[src/logic/scg_pkg.sv]
package scg_pkg;
    // register byte addresses on the bus
    localparam logic [7:0] ADDR_SLEEP_CTRL = 8'h00;
    localparam logic [7:0] ADDR_CLK_GATE   = 8'h04;
    localparam logic [7:0] ADDR_STATUS     = 8'h08;
    // sleep control fields and reset value
    localparam int         SCR_ARM_BIT  = 0;
    localparam int         SCR_MODE_LSB = 1;
    localparam int         SCR_MODE_MSB = 3;
    localparam logic [7:0] SCR_RESET    = 8'h00;
    // sleep mode encodings
    localparam logic [2:0] MODE_IDLE  = 3'h0;
    localparam logic [2:0] MODE_ADCNR = 3'h1;
    localparam logic [2:0] MODE_PDOWN = 3'h2;
    localparam logic [2:0] MODE_STBY  = 3'h6;
    // module clock gate bit positions
    localparam int         G_PSC2 = 7;
    localparam int         G_PSC1 = 6;
    localparam int         G_PSC0 = 5;
    localparam int         G_TIMB = 4;
    localparam int         G_TIMA = 3;
    localparam int         G_SPI  = 2;
    localparam int         G_NONE = 1;
    localparam int         G_ADC  = 0;
    localparam logic [7:0] GATE_WMASK = 8'hfd;
    localparam logic [7:0] GATE_RESET = 8'h00;
    // status register fields
    localparam int         ST_STATE_LSB = 0;
    localparam int         ST_EXTCONV   = 8;
    localparam int         ST_VREF      = 9;
    // clock option fuses: codes at or above this select a crystal
    localparam logic [3:0] FUSE_XTAL_MIN = 4'h8;
    // wake timing in cycles
    localparam int         CNT_W           = 16;
    localparam int         STALL_CYC       = 4;
    localparam int         STBY_RESUME_CYC = 6;
    localparam int         STBY_START_CYC  = STBY_RESUME_CYC - STALL_CYC - 1;
    // controller states, one-hot
    typedef enum logic [6:0] {
        S_ACTIVE = 7'h01,
        S_IDLE   = 7'h02,
        S_ADCNR  = 7'h04,
        S_PDOWN  = 7'h08,
        S_STBY   = 7'h10,
        S_WAIT   = 7'h20,
        S_STALL  = 7'h40
    } scg_state_type;
endpackage : scg_pkg

[src/logic/scg_wake_timer.sv]
`timescale 1ns/100ps
// down counter used for start-up and stall delays
module scg_wake_timer #(
    parameter int W = 16
) (
    // clock and reset
    input  wire logic         pclk,
    input  wire logic         presetn,
    // load request
    input  wire logic         load,
    input  wire logic [W-1:0] load_val,
    // status
    output logic              busy,
    output logic              done
);
    logic [W-1:0] cnt_r;    // cycles still to wait
    logic [W-1:0] cnt_nxt;  // next count

    // load wins, otherwise count down to zero
    always_comb
    begin
        cnt_nxt = cnt_r;
        if (load)
        begin
            cnt_nxt = load_val;
        end
        else if (cnt_r != '0)
        begin
            cnt_nxt = cnt_r - W'(1);
        end
    end

    // counter register
    always_ff @(posedge pclk or negedge presetn)
    begin
        if (!presetn)
        begin
            cnt_r <= '0;
        end
        else
        begin
            cnt_r <= cnt_nxt;
        end
    end

    // last waiting cycle flags done
    assign busy = (cnt_r != '0);
    assign done = (cnt_r == W'(1));
endmodule : scg_wake_timer

[src/logic/scg_sleep_gating.sv]
// Behaviour
// [RULE1] mode 010 plus halt enters power-down
// [RULE2] power-down stops every generated clock
// [RULE3] power-down wakes on few listed sources
// [RULE4] level wake source holds level long enough
// [RULE5] power-down wake waits fuse-selected start-up
// [RULE6] mode 110 with crystal enters standby
// [RULE7] standby wake resumes within six cycles
// [RULE8] active clock domains per sleep mode
// [RULE9] allowed wake sources per sleep mode
// [RULE10] gate bit stops clock, blocks registers
// [RULE11] clearing gate bit restarts frozen module
// [RULE12] software disables peripheral before gating
// [RULE13] bits 7..5 gate power stage controllers
// [RULE14] bit 2 gates serial, bit 0 converter
// [RULE15] bits 4,3 gate timer b, a
// [RULE16] software disables converter before gating
// [RULE17] gated converter blocks comparator mux use
// [RULE18] module gating acts in active, idle
// [RULE19] converter stays on; restart gives extended conversion
// [RULE20] deep sleep disables comparator unless using reference
// [RULE21] fused brown-out detector stays on always
// [RULE22] reference on only when a user needs it
// [RULE23] sleep needs arm bit then halt
// [RULE24] interrupt wake stalls four cycles after start-up
// [RULE25] gate bit 1 ignores writes, reads zero
//
// Implementation choices: register access over APB and the address map.
`timescale 1ns/100ps
module scg_sleep_gating #(
    parameter logic [15:0] TOUT_SHORT_CYC = 16'h0040,  // start-up, internal clock
    parameter logic [15:0] TOUT_LONG_CYC  = 16'h4000   // start-up, crystal
) (
    // clock and reset
    input  wire logic        pclk,
    input  wire logic        presetn,
    // apb slave
    input  wire logic        psel,
    input  wire logic        penable,
    input  wire logic        pwrite,
    input  wire logic [7:0]  paddr,
    input  wire logic [31:0] pwdata,
    output logic      [31:0] prdata,
    output logic             pready,
    output logic             pslverr,
    // cpu side
    input  wire logic        halt_exec,
    output logic             cpu_stall,
    output logic             wake_resume,
    // wake sources, same clock, level
    input  wire logic        wake_psc,
    input  wire logic        wake_spm,
    input  wire logic        wake_adc,
    input  wire logic        wake_wdt,
    input  wire logic        wake_other,
    // external interrupt pins and their trigger setup
    input  wire logic [3:0]  ext_irq_lines,
    input  wire logic [3:0]  ext_irq_is_level,
    // fuses and analog setup
    input  wire logic [3:0]  clock_source_fuses,
    input  wire logic        bod_fuse_enable,
    input  wire logic        adc_enable,
    input  wire logic        adc_conv_done,
    input  wire logic        acomp_enable,
    input  wire logic        acomp_uses_ref,
    // clock domain enables
    output logic             cpu_clk_en,
    output logic             flash_clk_en,
    output logic             io_clk_en,
    output logic             adc_clk_en,
    output logic             pll_clk_en,
    output logic             osc_en,
    // per-module clocks and register blocking
    output logic      [7:0]  mod_clk_en,
    output logic      [7:0]  mod_reg_block,
    // analog control
    output logic             acomp_mux_allow,
    output logic             acomp_power_en,
    output logic             adc_power_en,
    output logic             adc_ext_conv,
    output logic             bod_en,
    output logic             vref_en
);
    scg_pkg::scg_state_type st_r;      // controller state
    scg_pkg::scg_state_type st_nxt;    // next state
    logic [7:0]  scr_r;                // sleep control register
    logic [7:0]  gate_r;               // module clock gate register
    logic [3:0]  irq_s1_r;             // pin synchroniser, first stage
    logic [3:0]  irq_s2_r;             // pin synchroniser, second stage
    logic        adc_en_d_r;           // previous converter enable
    logic        tmr_load;             // start a delay
    logic [15:0] tmr_val;              // delay length
    logic        tmr_done;             // delay on its last cycle
    logic        is_xtal;              // crystal clock option
    logic        arm;                  // sleep armed
    logic [2:0]  mode;                 // selected sleep mode
    logic        wake_any;             // any source, idle
    logic        wake_nr;              // noise reduction sources
    logic        wake_pd;              // power-down sources
    logic        wake_sb;              // standby sources
    logic        ext_lvl;              // level external irq active
    logic        deep;                 // comparator auto-off state
    logic [5:0]  dom_nxt;              // cpu,flash,io,adc,pll,osc
    logic        setup;                // apb setup phase
    logic        wr_acc;               // write taken this edge
    logic [31:0] rd_nxt;               // read data for setup phase
    logic        err_nxt;              // unmapped address

    assign is_xtal  = (clock_source_fuses >= scg_pkg::FUSE_XTAL_MIN);
    assign arm      = scr_r[scg_pkg::SCR_ARM_BIT];
    assign mode     = scr_r[scg_pkg::SCR_MODE_MSB:scg_pkg::SCR_MODE_LSB];
    assign setup    = psel & ~penable;
    assign wr_acc   = psel & penable & pwrite & pready;

    // only level-triggered external lines may wake deep modes
    assign ext_lvl  = |(irq_s2_r & ext_irq_is_level); // [RULE9]
    assign wake_any = (|irq_s2_r) | wake_psc | wake_spm | wake_adc | wake_wdt | wake_other;
    assign wake_nr  = ext_lvl | wake_psc | wake_spm | wake_adc | wake_wdt; // [RULE9]
    assign wake_pd  = ext_lvl | wake_psc | wake_wdt; // [RULE3]
    assign wake_sb  = ext_lvl | wake_wdt; // [RULE9]

    // external pins pass two flops before use
    always_ff @(posedge pclk or negedge presetn)
    begin
        if (!presetn)
        begin
            irq_s1_r <= 4'h0;
            irq_s2_r <= 4'h0;
        end
        else
        begin
            irq_s1_r <= ext_irq_lines;
            irq_s2_r <= irq_s1_r;
        end
    end

    // sleep entry, wake and resume sequencing
    always_comb
    begin
        st_nxt   = st_r;
        tmr_load = 1'b0;
        tmr_val  = 16'h0000;
        case (st_r)
            scg_pkg::S_ACTIVE:
            begin
                // halt without arm has no sleep effect
                if (halt_exec && arm) // [RULE23]
                begin
                    case (mode)
                        scg_pkg::MODE_IDLE:  st_nxt = scg_pkg::S_IDLE;
                        scg_pkg::MODE_ADCNR: st_nxt = scg_pkg::S_ADCNR;
                        scg_pkg::MODE_PDOWN: st_nxt = scg_pkg::S_PDOWN; // [RULE1]
                        scg_pkg::MODE_STBY:
                        begin
                            if (is_xtal) // [RULE6]
                            begin
                                st_nxt = scg_pkg::S_STBY;
                            end
                        end
                        default: st_nxt = scg_pkg::S_ACTIVE;
                    endcase
                end
            end
            scg_pkg::S_IDLE:
            begin
                // clocks running, stall only
                if (wake_any) // [RULE9]
                begin
                    st_nxt   = scg_pkg::S_STALL;
                    tmr_load = 1'b1;
                    tmr_val  = 16'(scg_pkg::STALL_CYC);
                end
            end
            scg_pkg::S_ADCNR:
            begin
                // main source still runs
                if (wake_nr)
                begin
                    st_nxt   = scg_pkg::S_STALL;
                    tmr_load = 1'b1;
                    tmr_val  = 16'(scg_pkg::STALL_CYC);
                end
            end
            scg_pkg::S_PDOWN:
            begin
                // oscillator must restart: fuse-selected time-out
                if (wake_pd) // [RULE3]
                begin
                    st_nxt   = scg_pkg::S_WAIT;
                    tmr_load = 1'b1;
                    tmr_val  = is_xtal ? TOUT_LONG_CYC : TOUT_SHORT_CYC; // [RULE5]
                end
            end
            scg_pkg::S_STBY:
            begin
                // oscillator kept running, short restart
                if (wake_sb)
                begin
                    st_nxt   = scg_pkg::S_WAIT;
                    tmr_load = 1'b1;
                    tmr_val  = 16'(scg_pkg::STBY_START_CYC); // [RULE7]
                end
            end
            scg_pkg::S_WAIT:
            begin
                // start-up over, then fixed stall
                if (tmr_done)
                begin
                    st_nxt   = scg_pkg::S_STALL;
                    tmr_load = 1'b1;
                    tmr_val  = 16'(scg_pkg::STALL_CYC); // [RULE24]
                end
            end
            scg_pkg::S_STALL:
            begin
                // resume after the halt instruction
                if (tmr_done) // [RULE24]
                begin
                    st_nxt = scg_pkg::S_ACTIVE;
                end
            end
            default: st_nxt = scg_pkg::S_ACTIVE;
        endcase
    end

    // state register
    always_ff @(posedge pclk or negedge presetn)
    begin
        if (!presetn)
        begin
            st_r <= scg_pkg::S_ACTIVE;
        end
        else
        begin
            st_r <= st_nxt;
        end
    end

    // delay counter for start-up and stall
    scg_wake_timer #(
        .W        (scg_pkg::CNT_W)
    ) u_timer (
        .pclk     (pclk),
        .presetn  (presetn),
        .load     (tmr_load),
        .load_val (tmr_val),
        .busy     (),
        .done     (tmr_done)
    );

    // domain enables follow the next state
    always_comb
    begin
        case (st_nxt)
            scg_pkg::S_ACTIVE: dom_nxt = 6'h3f;
            scg_pkg::S_IDLE:   dom_nxt = 6'h0f; // [RULE8]
            scg_pkg::S_ADCNR:  dom_nxt = 6'h07; // [RULE8]
            scg_pkg::S_PDOWN:  dom_nxt = 6'h00; // [RULE2]
            scg_pkg::S_STBY:   dom_nxt = 6'h01; // [RULE8]
            scg_pkg::S_WAIT:   dom_nxt = 6'h01;
            scg_pkg::S_STALL:  dom_nxt = 6'h0f;
            default:           dom_nxt = 6'h3f;
        endcase
    end

    // comparator is switched off in the deeper modes unless it uses the reference
    assign deep = (st_nxt == scg_pkg::S_PDOWN) || (st_nxt == scg_pkg::S_STBY)
                || (st_nxt == scg_pkg::S_WAIT);

    // registered clock and analog outputs
    always_ff @(posedge pclk or negedge presetn)
    begin
        if (!presetn)
        begin
            {cpu_clk_en, flash_clk_en, io_clk_en} <= 3'h7;
            {adc_clk_en, pll_clk_en, osc_en}      <= 3'h7;
            cpu_stall      <= 1'b0;
            wake_resume    <= 1'b0;
            acomp_power_en <= 1'b0;
            adc_power_en   <= 1'b0;
            bod_en         <= 1'b0;
            vref_en        <= 1'b0;
        end
        else
        begin
            {cpu_clk_en, flash_clk_en, io_clk_en} <= dom_nxt[5:3];
            {adc_clk_en, pll_clk_en, osc_en}      <= dom_nxt[2:0]; // [RULE1]
            cpu_stall      <= (st_nxt != scg_pkg::S_ACTIVE);
            wake_resume    <= (st_r == scg_pkg::S_STALL) && tmr_done;
            acomp_power_en <= acomp_enable && !(deep && !acomp_uses_ref); // [RULE20]
            adc_power_en   <= adc_enable; // [RULE19]
            bod_en         <= bod_fuse_enable; // [RULE21]
            vref_en        <= bod_fuse_enable || adc_enable
                           || (acomp_enable && acomp_uses_ref); // [RULE22]
        end
    end

    // per-module clocks: gate bit and owning domain
    always_ff @(posedge pclk or negedge presetn)
    begin
        if (!presetn)
        begin
            mod_clk_en      <= scg_pkg::GATE_WMASK;
            mod_reg_block   <= scg_pkg::GATE_RESET;
            acomp_mux_allow <= 1'b1;
        end
        else
        begin
            mod_clk_en[scg_pkg::G_PSC2] <= !gate_r[scg_pkg::G_PSC2] && pll_clk_en; // [RULE13]
            mod_clk_en[scg_pkg::G_PSC1] <= !gate_r[scg_pkg::G_PSC1] && pll_clk_en; // [RULE13]
            mod_clk_en[scg_pkg::G_PSC0] <= !gate_r[scg_pkg::G_PSC0] && pll_clk_en; // [RULE13]
            mod_clk_en[scg_pkg::G_TIMB] <= !gate_r[scg_pkg::G_TIMB] && io_clk_en; // [RULE15]
            mod_clk_en[scg_pkg::G_TIMA] <= !gate_r[scg_pkg::G_TIMA] && io_clk_en; // [RULE15]
            mod_clk_en[scg_pkg::G_SPI]  <= !gate_r[scg_pkg::G_SPI] && io_clk_en; // [RULE14]
            mod_clk_en[scg_pkg::G_NONE] <= 1'b0;
            mod_clk_en[scg_pkg::G_ADC]  <= !gate_r[scg_pkg::G_ADC] && adc_clk_en; // [RULE18]
            // frozen modules refuse register access; clear restores both
            mod_reg_block   <= gate_r; // [RULE10] [RULE11]
            acomp_mux_allow <= !gate_r[scg_pkg::G_ADC]; // [RULE17]
        end
    end

    // extended conversion flag: restart sets, conversion clears, set wins
    always_ff @(posedge pclk or negedge presetn)
    begin
        if (!presetn)
        begin
            adc_en_d_r   <= 1'b0;
            adc_ext_conv <= 1'b1;
        end
        else
        begin
            adc_en_d_r <= adc_enable;
            if (adc_enable && !adc_en_d_r) // [RULE19]
            begin
                adc_ext_conv <= 1'b1;
            end
            else if (adc_conv_done)
            begin
                adc_ext_conv <= 1'b0;
            end
        end
    end

    // software registers, written at the access edge
    always_ff @(posedge pclk or negedge presetn)
    begin
        if (!presetn)
        begin
            scr_r  <= scg_pkg::SCR_RESET;
            gate_r <= scg_pkg::GATE_RESET;
        end
        else if (wr_acc)
        begin
            if (paddr == scg_pkg::ADDR_SLEEP_CTRL)
            begin
                scr_r <= pwdata[7:0] & 8'h0f; // [RULE23]
            end
            else if (paddr == scg_pkg::ADDR_CLK_GATE)
            begin
                gate_r <= pwdata[7:0] & scg_pkg::GATE_WMASK; // [RULE25]
            end
        end
    end

    // read mux and decode, evaluated in the setup phase
    always_comb
    begin
        rd_nxt  = 32'h0000_0000;
        err_nxt = 1'b0;
        case (paddr)
            scg_pkg::ADDR_SLEEP_CTRL: rd_nxt[7:0] = scr_r;
            scg_pkg::ADDR_CLK_GATE:   rd_nxt[7:0] = gate_r; // [RULE25]
            scg_pkg::ADDR_STATUS:
            begin
                rd_nxt[scg_pkg::ST_STATE_LSB +: 7] = st_r;
                rd_nxt[scg_pkg::ST_EXTCONV]        = adc_ext_conv;
                rd_nxt[scg_pkg::ST_VREF]           = vref_en;
            end
            default: err_nxt = 1'b1;
        endcase
    end

    // apb answer: one access cycle, no wait states
    always_ff @(posedge pclk or negedge presetn)
    begin
        if (!presetn)
        begin
            pready  <= 1'b0;
            pslverr <= 1'b0;
            prdata  <= 32'h0000_0000;
        end
        else
        begin
            pready  <= setup;
            pslverr <= setup && err_nxt;
            prdata  <= setup ? rd_nxt : 32'h0000_0000;
        end
    end

    AST_ENTER_PDOWN: assert property (@(posedge pclk) disable iff (!presetn) // [RULE1]
        (st_r == scg_pkg::S_ACTIVE && halt_exec && arm && mode == scg_pkg::MODE_PDOWN)
        |=> (st_r == scg_pkg::S_PDOWN && !osc_en))
        else $error("power-down not entered");
    AST_NO_ARM: assert property (@(posedge pclk) disable iff (!presetn) // [RULE23]
        (st_r == scg_pkg::S_ACTIVE && halt_exec && !arm) |=> st_r == scg_pkg::S_ACTIVE)
        else $error("sleep entered without arm");
    AST_PDOWN_DARK: assert property (@(posedge pclk) disable iff (!presetn) // [RULE2]
        (st_r == scg_pkg::S_PDOWN) |-> !(cpu_clk_en || io_clk_en || adc_clk_en
        || pll_clk_en || osc_en))
        else $error("clock running in power-down");
    AST_PDOWN_HOLD: assert property (@(posedge pclk) disable iff (!presetn) // [RULE3]
        (st_r == scg_pkg::S_PDOWN && !wake_pd) |=> st_r == scg_pkg::S_PDOWN)
        else $error("power-down left without wake source");
    AST_STBY_SIX: assert property (@(posedge pclk) disable iff (!presetn) // [RULE7]
        (st_r == scg_pkg::S_STBY && wake_sb) |-> ##6 st_r == scg_pkg::S_ACTIVE)
        else $error("standby resume not six cycles");
    AST_STALL_FOUR: assert property (@(posedge pclk) disable iff (!presetn) // [RULE24]
        $rose(st_r == scg_pkg::S_STALL) |-> (st_r == scg_pkg::S_STALL) [*4]
        ##1 (st_r == scg_pkg::S_ACTIVE && wake_resume))
        else $error("stall not four cycles");
    AST_SPI_GATED: assert property (@(posedge pclk) disable iff (!presetn) // [RULE14]
        gate_r[scg_pkg::G_SPI] |=> !mod_clk_en[scg_pkg::G_SPI] && mod_reg_block[scg_pkg::G_SPI])
        else $error("gated serial clock still running");
    AST_MUX_BLOCK: assert property (@(posedge pclk) disable iff (!presetn) // [RULE17]
        gate_r[scg_pkg::G_ADC] |=> !acomp_mux_allow)
        else $error("comparator mux allowed while converter gated");
    AST_BIT1_ZERO: assert property (@(posedge pclk) disable iff (!presetn) // [RULE25]
        wr_acc && paddr == scg_pkg::ADDR_CLK_GATE |=> !gate_r[scg_pkg::G_NONE])
        else $error("gate bit 1 stored");
endmodule : scg_sleep_gating

[config.mk]
export PLATFORM = sky130hd
export DESIGN_NAME = scg_sleep_gating
export DESIGN_NICKNAME = d
export VERILOG_FILES = /design/src/logic/scg_pkg.sv /design/src/logic/scg_wake_timer.sv /design/src/logic/scg_sleep_gating.sv
export SDC_FILE = /design/constraint.sdc
export NUM_CORES = 1
export LEC_CHECK = 0
export BUFFER_PORTS_ARGS = -buffer_cell sky130_fd_sc_hd__buf_2
export CORE_MARGIN = 1.5
export CORE_UTILIZATION = 23
export CTS_CLUSTER_DIAMETER = 30
export DETAILED_ROUTE_END_ITERATION = 8
export PLACE_DENSITY = 0.55
export SLEW_MARGIN = 20
export SYNTH_ARGS = -nofsm -noshare
export SYNTH_HDL_FRONTEND = slang
export SYNTH_SLANG_ARGS = --single-unit
[constraint.sdc]
create_clock -name pclk -period 6.34 [get_ports pclk]
set_input_delay 0.634 -clock pclk [delete_from_list [all_inputs] [get_ports pclk]]
set_output_delay 0.634 -clock pclk [all_outputs]
set_load 0.1 [all_outputs]
==> results.yml <==
floorplanning:
  die_w_um: 129
  num_io_pins: 132
  fp.dieH_um: 129
  die-area_um2: 16700
  fp-row-count: 46
  initial_core_util_pct: 23.3
  design.core.area_um2: 15800
placement:
  dp_worst_setup_slack_ps: 3650
  gp_routability_congestion: 0.785
  dp_hpwl_mm: 5.98
  place.port_buffers: 80
  dp_cells: 619
logic_synthesis:
  synth_async_sr_flop_share_pct: 100
  synth-seq-cells: 80
  ys_dominant_reg_cell: "sky130_fd_sc_hd__dfrtp_1"
  synthDistinctLibCells: 55
  syn_avg_cell_area_um2: 10.9
  ys_seq_area_share_pct: 54.9
  synthesis.area_um2: 3680
  ys_warn_count: 0
  number_of_enable_flip_flop_cells_after_synthesis: 0
  syn_inst: 338
critical_path:
  required_time_of_the_critical_path_ps: 6570
  timing.critical_path.arrival_ps: 2870
  cp-end-kind: "flip-flop"
  timing.critical_path.from_type: "flip-flop"
  path_delay_family: "simple AND/OR/NAND/NOR gates"
  worstPathMaxFanout: 16
  cp.buffers_inverters: 0
  critical-path-slowest-cell: "sky130_fd_sc_hd__nor3_1"
  timing.critical_path.cells: "nor3_1 -> o211a_1 -> a32o_1 -> nand3b_1 -> o22ai_1 -> o21a_1"
  crit_type: "flip-flop to flip-flop"
  worst_path_largest_cell_delay_ps: 730
status:
  outcome: "finished clean"
global_route:
  maximum_number_of_pins_on_one_net_before_global_route_repair: 81
  grt_overflow_total: 0
  grt_antenna_before_repair: 0
  groute.usage.overall_pct: 9.81
  vias_in_the_first_global_route: 2442
  first_pass_grt_wire_length_mm: 12.6
sta:
  report.final.slew_viol_count: 0
  setup_viol: 0
  timing.final.crit_period_ps: 2640
  timing.fmax_ghz: 0.379
  setup_tns_after_final_layout_ps: 0
  clock-skew-final_ps: 8.60
  period_share_pct: 41.6
  worst_slew_pin_slew_ps: 970
  worst_slew_margin_rel_pct: 35.3
  layout_setup_ws_ps: 3700
  grt_setup_unrepaired: "false"
  hold_violations_final: 0
detailed_routing:
  via_per_inst: 4.17
  count_of_nets_left_with_antenna_violations_after_detail_routing: 0
  dr.first_iter.drc_count: 145
  drt_pass1_iterations: 4
  totalWireLength_mm: 8.15
  num_vias: 2649
  detail_route.wl_per_cell_um: 12.8
  drc: 0
final_layout:
  num-nets-final: 484
  fin_util_pct: 28.8
  commonest_non_fill_non_tap_cell_in_the_layout: "sky130_fd_sc_hd__buf_2"
  area_growth_syn_to_layout_pct: 23.7
  commonest_non_fill_non_tap_cells_in_the_layout: "sky130_fd_sc_hd__buf_2 (79), sky130_fd_sc_hd__dfrtp_1 (66), sky130_fd_sc_hd__nor2_1 (32)"
  diodes: 0
  drive_above_1_share_pct: 32.0
  stdcell_count: 635
run:
  max_cap_viol_count: 0
clock_tree:
  tritoncts: "done"
  cts-root-to-sink-buffers: 2
  clock_sink_count: 80
  worstSkewPairLatency_ps: 340
  cts_inserted_buffers: 9
  ctsResizeCount: 0
  clock_tree.root_cell: "sky130_fd_sc_hd__clkbuf_16"
  cts_hold_buf: 0
  cts_setup_buffers: 0
  h-tree-depth: 3
  clk_pin_slew_worst_paths_ps: 60
pwr:
  maximum_vdd_ir_drop_uv: 105
  power_per_cell_area_nw_per_um2: 326
  lkg_pwr_uw: 0.00210
  power.total_uw: 1480
hold_path:
  worst_hold_path_type: "flip-flop to flip-flop"
[layer usage]
layer | part of all wire (%) | track usage (%) | vias to the layer above
met2 | 48 | 16.3 | 90
li1 | - | - | 1286
met5 | 0 | 0 | -
met3 | 6.5 | 3.34 | 6
met4 | 0.76 | 3.27 | 0
met1 | 44 | 12.0 | 1267
[Yosys cell counts, drive strengths merged, types with 2 or more instances]
cell,number,area [µm²]
o31ai,5,42.5
or3,4,25.0
nor4,11,90.1
and2,3,18.8
buf,28,205
a22oi,4,30.0
nand3,10,50.1
a21oi,8,40.0
mux2i,5,50.1
nand4,3,18.8
nor2b,13,81.3
o21bai,2,15.0
a211oi,2,15.0
o32ai,3,26.3
dfstp,14,368
nand2b,2,12.5
or2,3,18.8
xor2,3,26.3
o22ai,4,25.0
o21a,3,22.5
nor2,32,120
xnor2,11,96.3
clkbuf,10,37.5
and3,5,31.3
mux2,12,135
nor3,12,65.1
inv,13,48.8
dfrtp,66,1650
nand4b,2,17.5
o21ai,7,35.0
nand2,17,63.8
or4,4,41.3
ha,2,25.0
[flip-flops by register name (all words and copies together) (netlist names), 4 cells and up]
signal / flops
irq_s1_r: 4
scr_r: 4
u_timer.cnt_r: 16
gate_r: 7
irq_s2_r: 4
mod_reg_block: 7
st_r: 7
mod_clk_en: 7
prdata: 10
[per-stage QoR]
step | instance area, µm² | hold WS [ps]
after global routing | 4550 | 366
after CTS | 4550 | 359
after floorplan | 3760 | 331
after global placement | 4190 | 334
final | 4550 | 359
after detailed placement | 4190 | 343
[worst paths after layout]
path / cells past startpoint / endpoint / slack (ps) / start
max: 6 / u_timer.cnt_r[6] / 3700 / st_r[5]
min: 0 / irq_s2_r[1] / 360 / irq_s1_r[1]
max reg2reg: 6 / u_timer.cnt_r[6] / 3700 / st_r[5]
min reg2reg: 0 / irq_s2_r[1] / 360 / irq_s1_r[1]
max in group asynchronous: 1 / irq_s1_r[0] / 5270 / presetn
min in group asynchronous: 1 / mod_reg_block[2] / 470 / presetn
[where the power goes]
part	switching, µW	internal [µW]
registers	55.5	562
logic	176	84.9
clock network	208	397
total	439	1040
[worst register-to-register path: stages, from the launching register on]
cell and delay [ps]:
sky130_fd_sc_hd__dfrtp_1 500, sky130_fd_sc_hd__nor3_1 730, sky130_fd_sc_hd__o211a_1 290, sky130_fd_sc_hd__a32o_1 190, sky130_fd_sc_hd__nand3b_1 530, sky130_fd_sc_hd__o22ai_1 140
sky130_fd_sc_hd__o21a_1 140
[kinds of logic (layout without fill, tap and decap cells)]
logic type      count (synthesis)  after routing  synth area share (%)
simple gates                  127            127                  19.2
flops                          80             80                  54.9
buf+inv                        51            109                  7.93
compound gates                 46             46                  8.78
mux                            17             17                  5.04
xor+xnor                       14             14                  3.34
fa+ha+maj                       2              2                 0.681
other cells                     1             24                 0.102
[final cells by class]
type / count / area [µm²]
Clock inverter: 6 / 116
Inverter: 13 / 48.8
Fill cell: 1678 / 11200
Tap cell: 216 / 270
Sequential cell: 80 / 2020
Multi-Input combinational cell: 230 / 1450
Clock buffer: 10 / 239
Timing Repair Buffer: 80 / 403
Power figures use the tool's default switching activity.
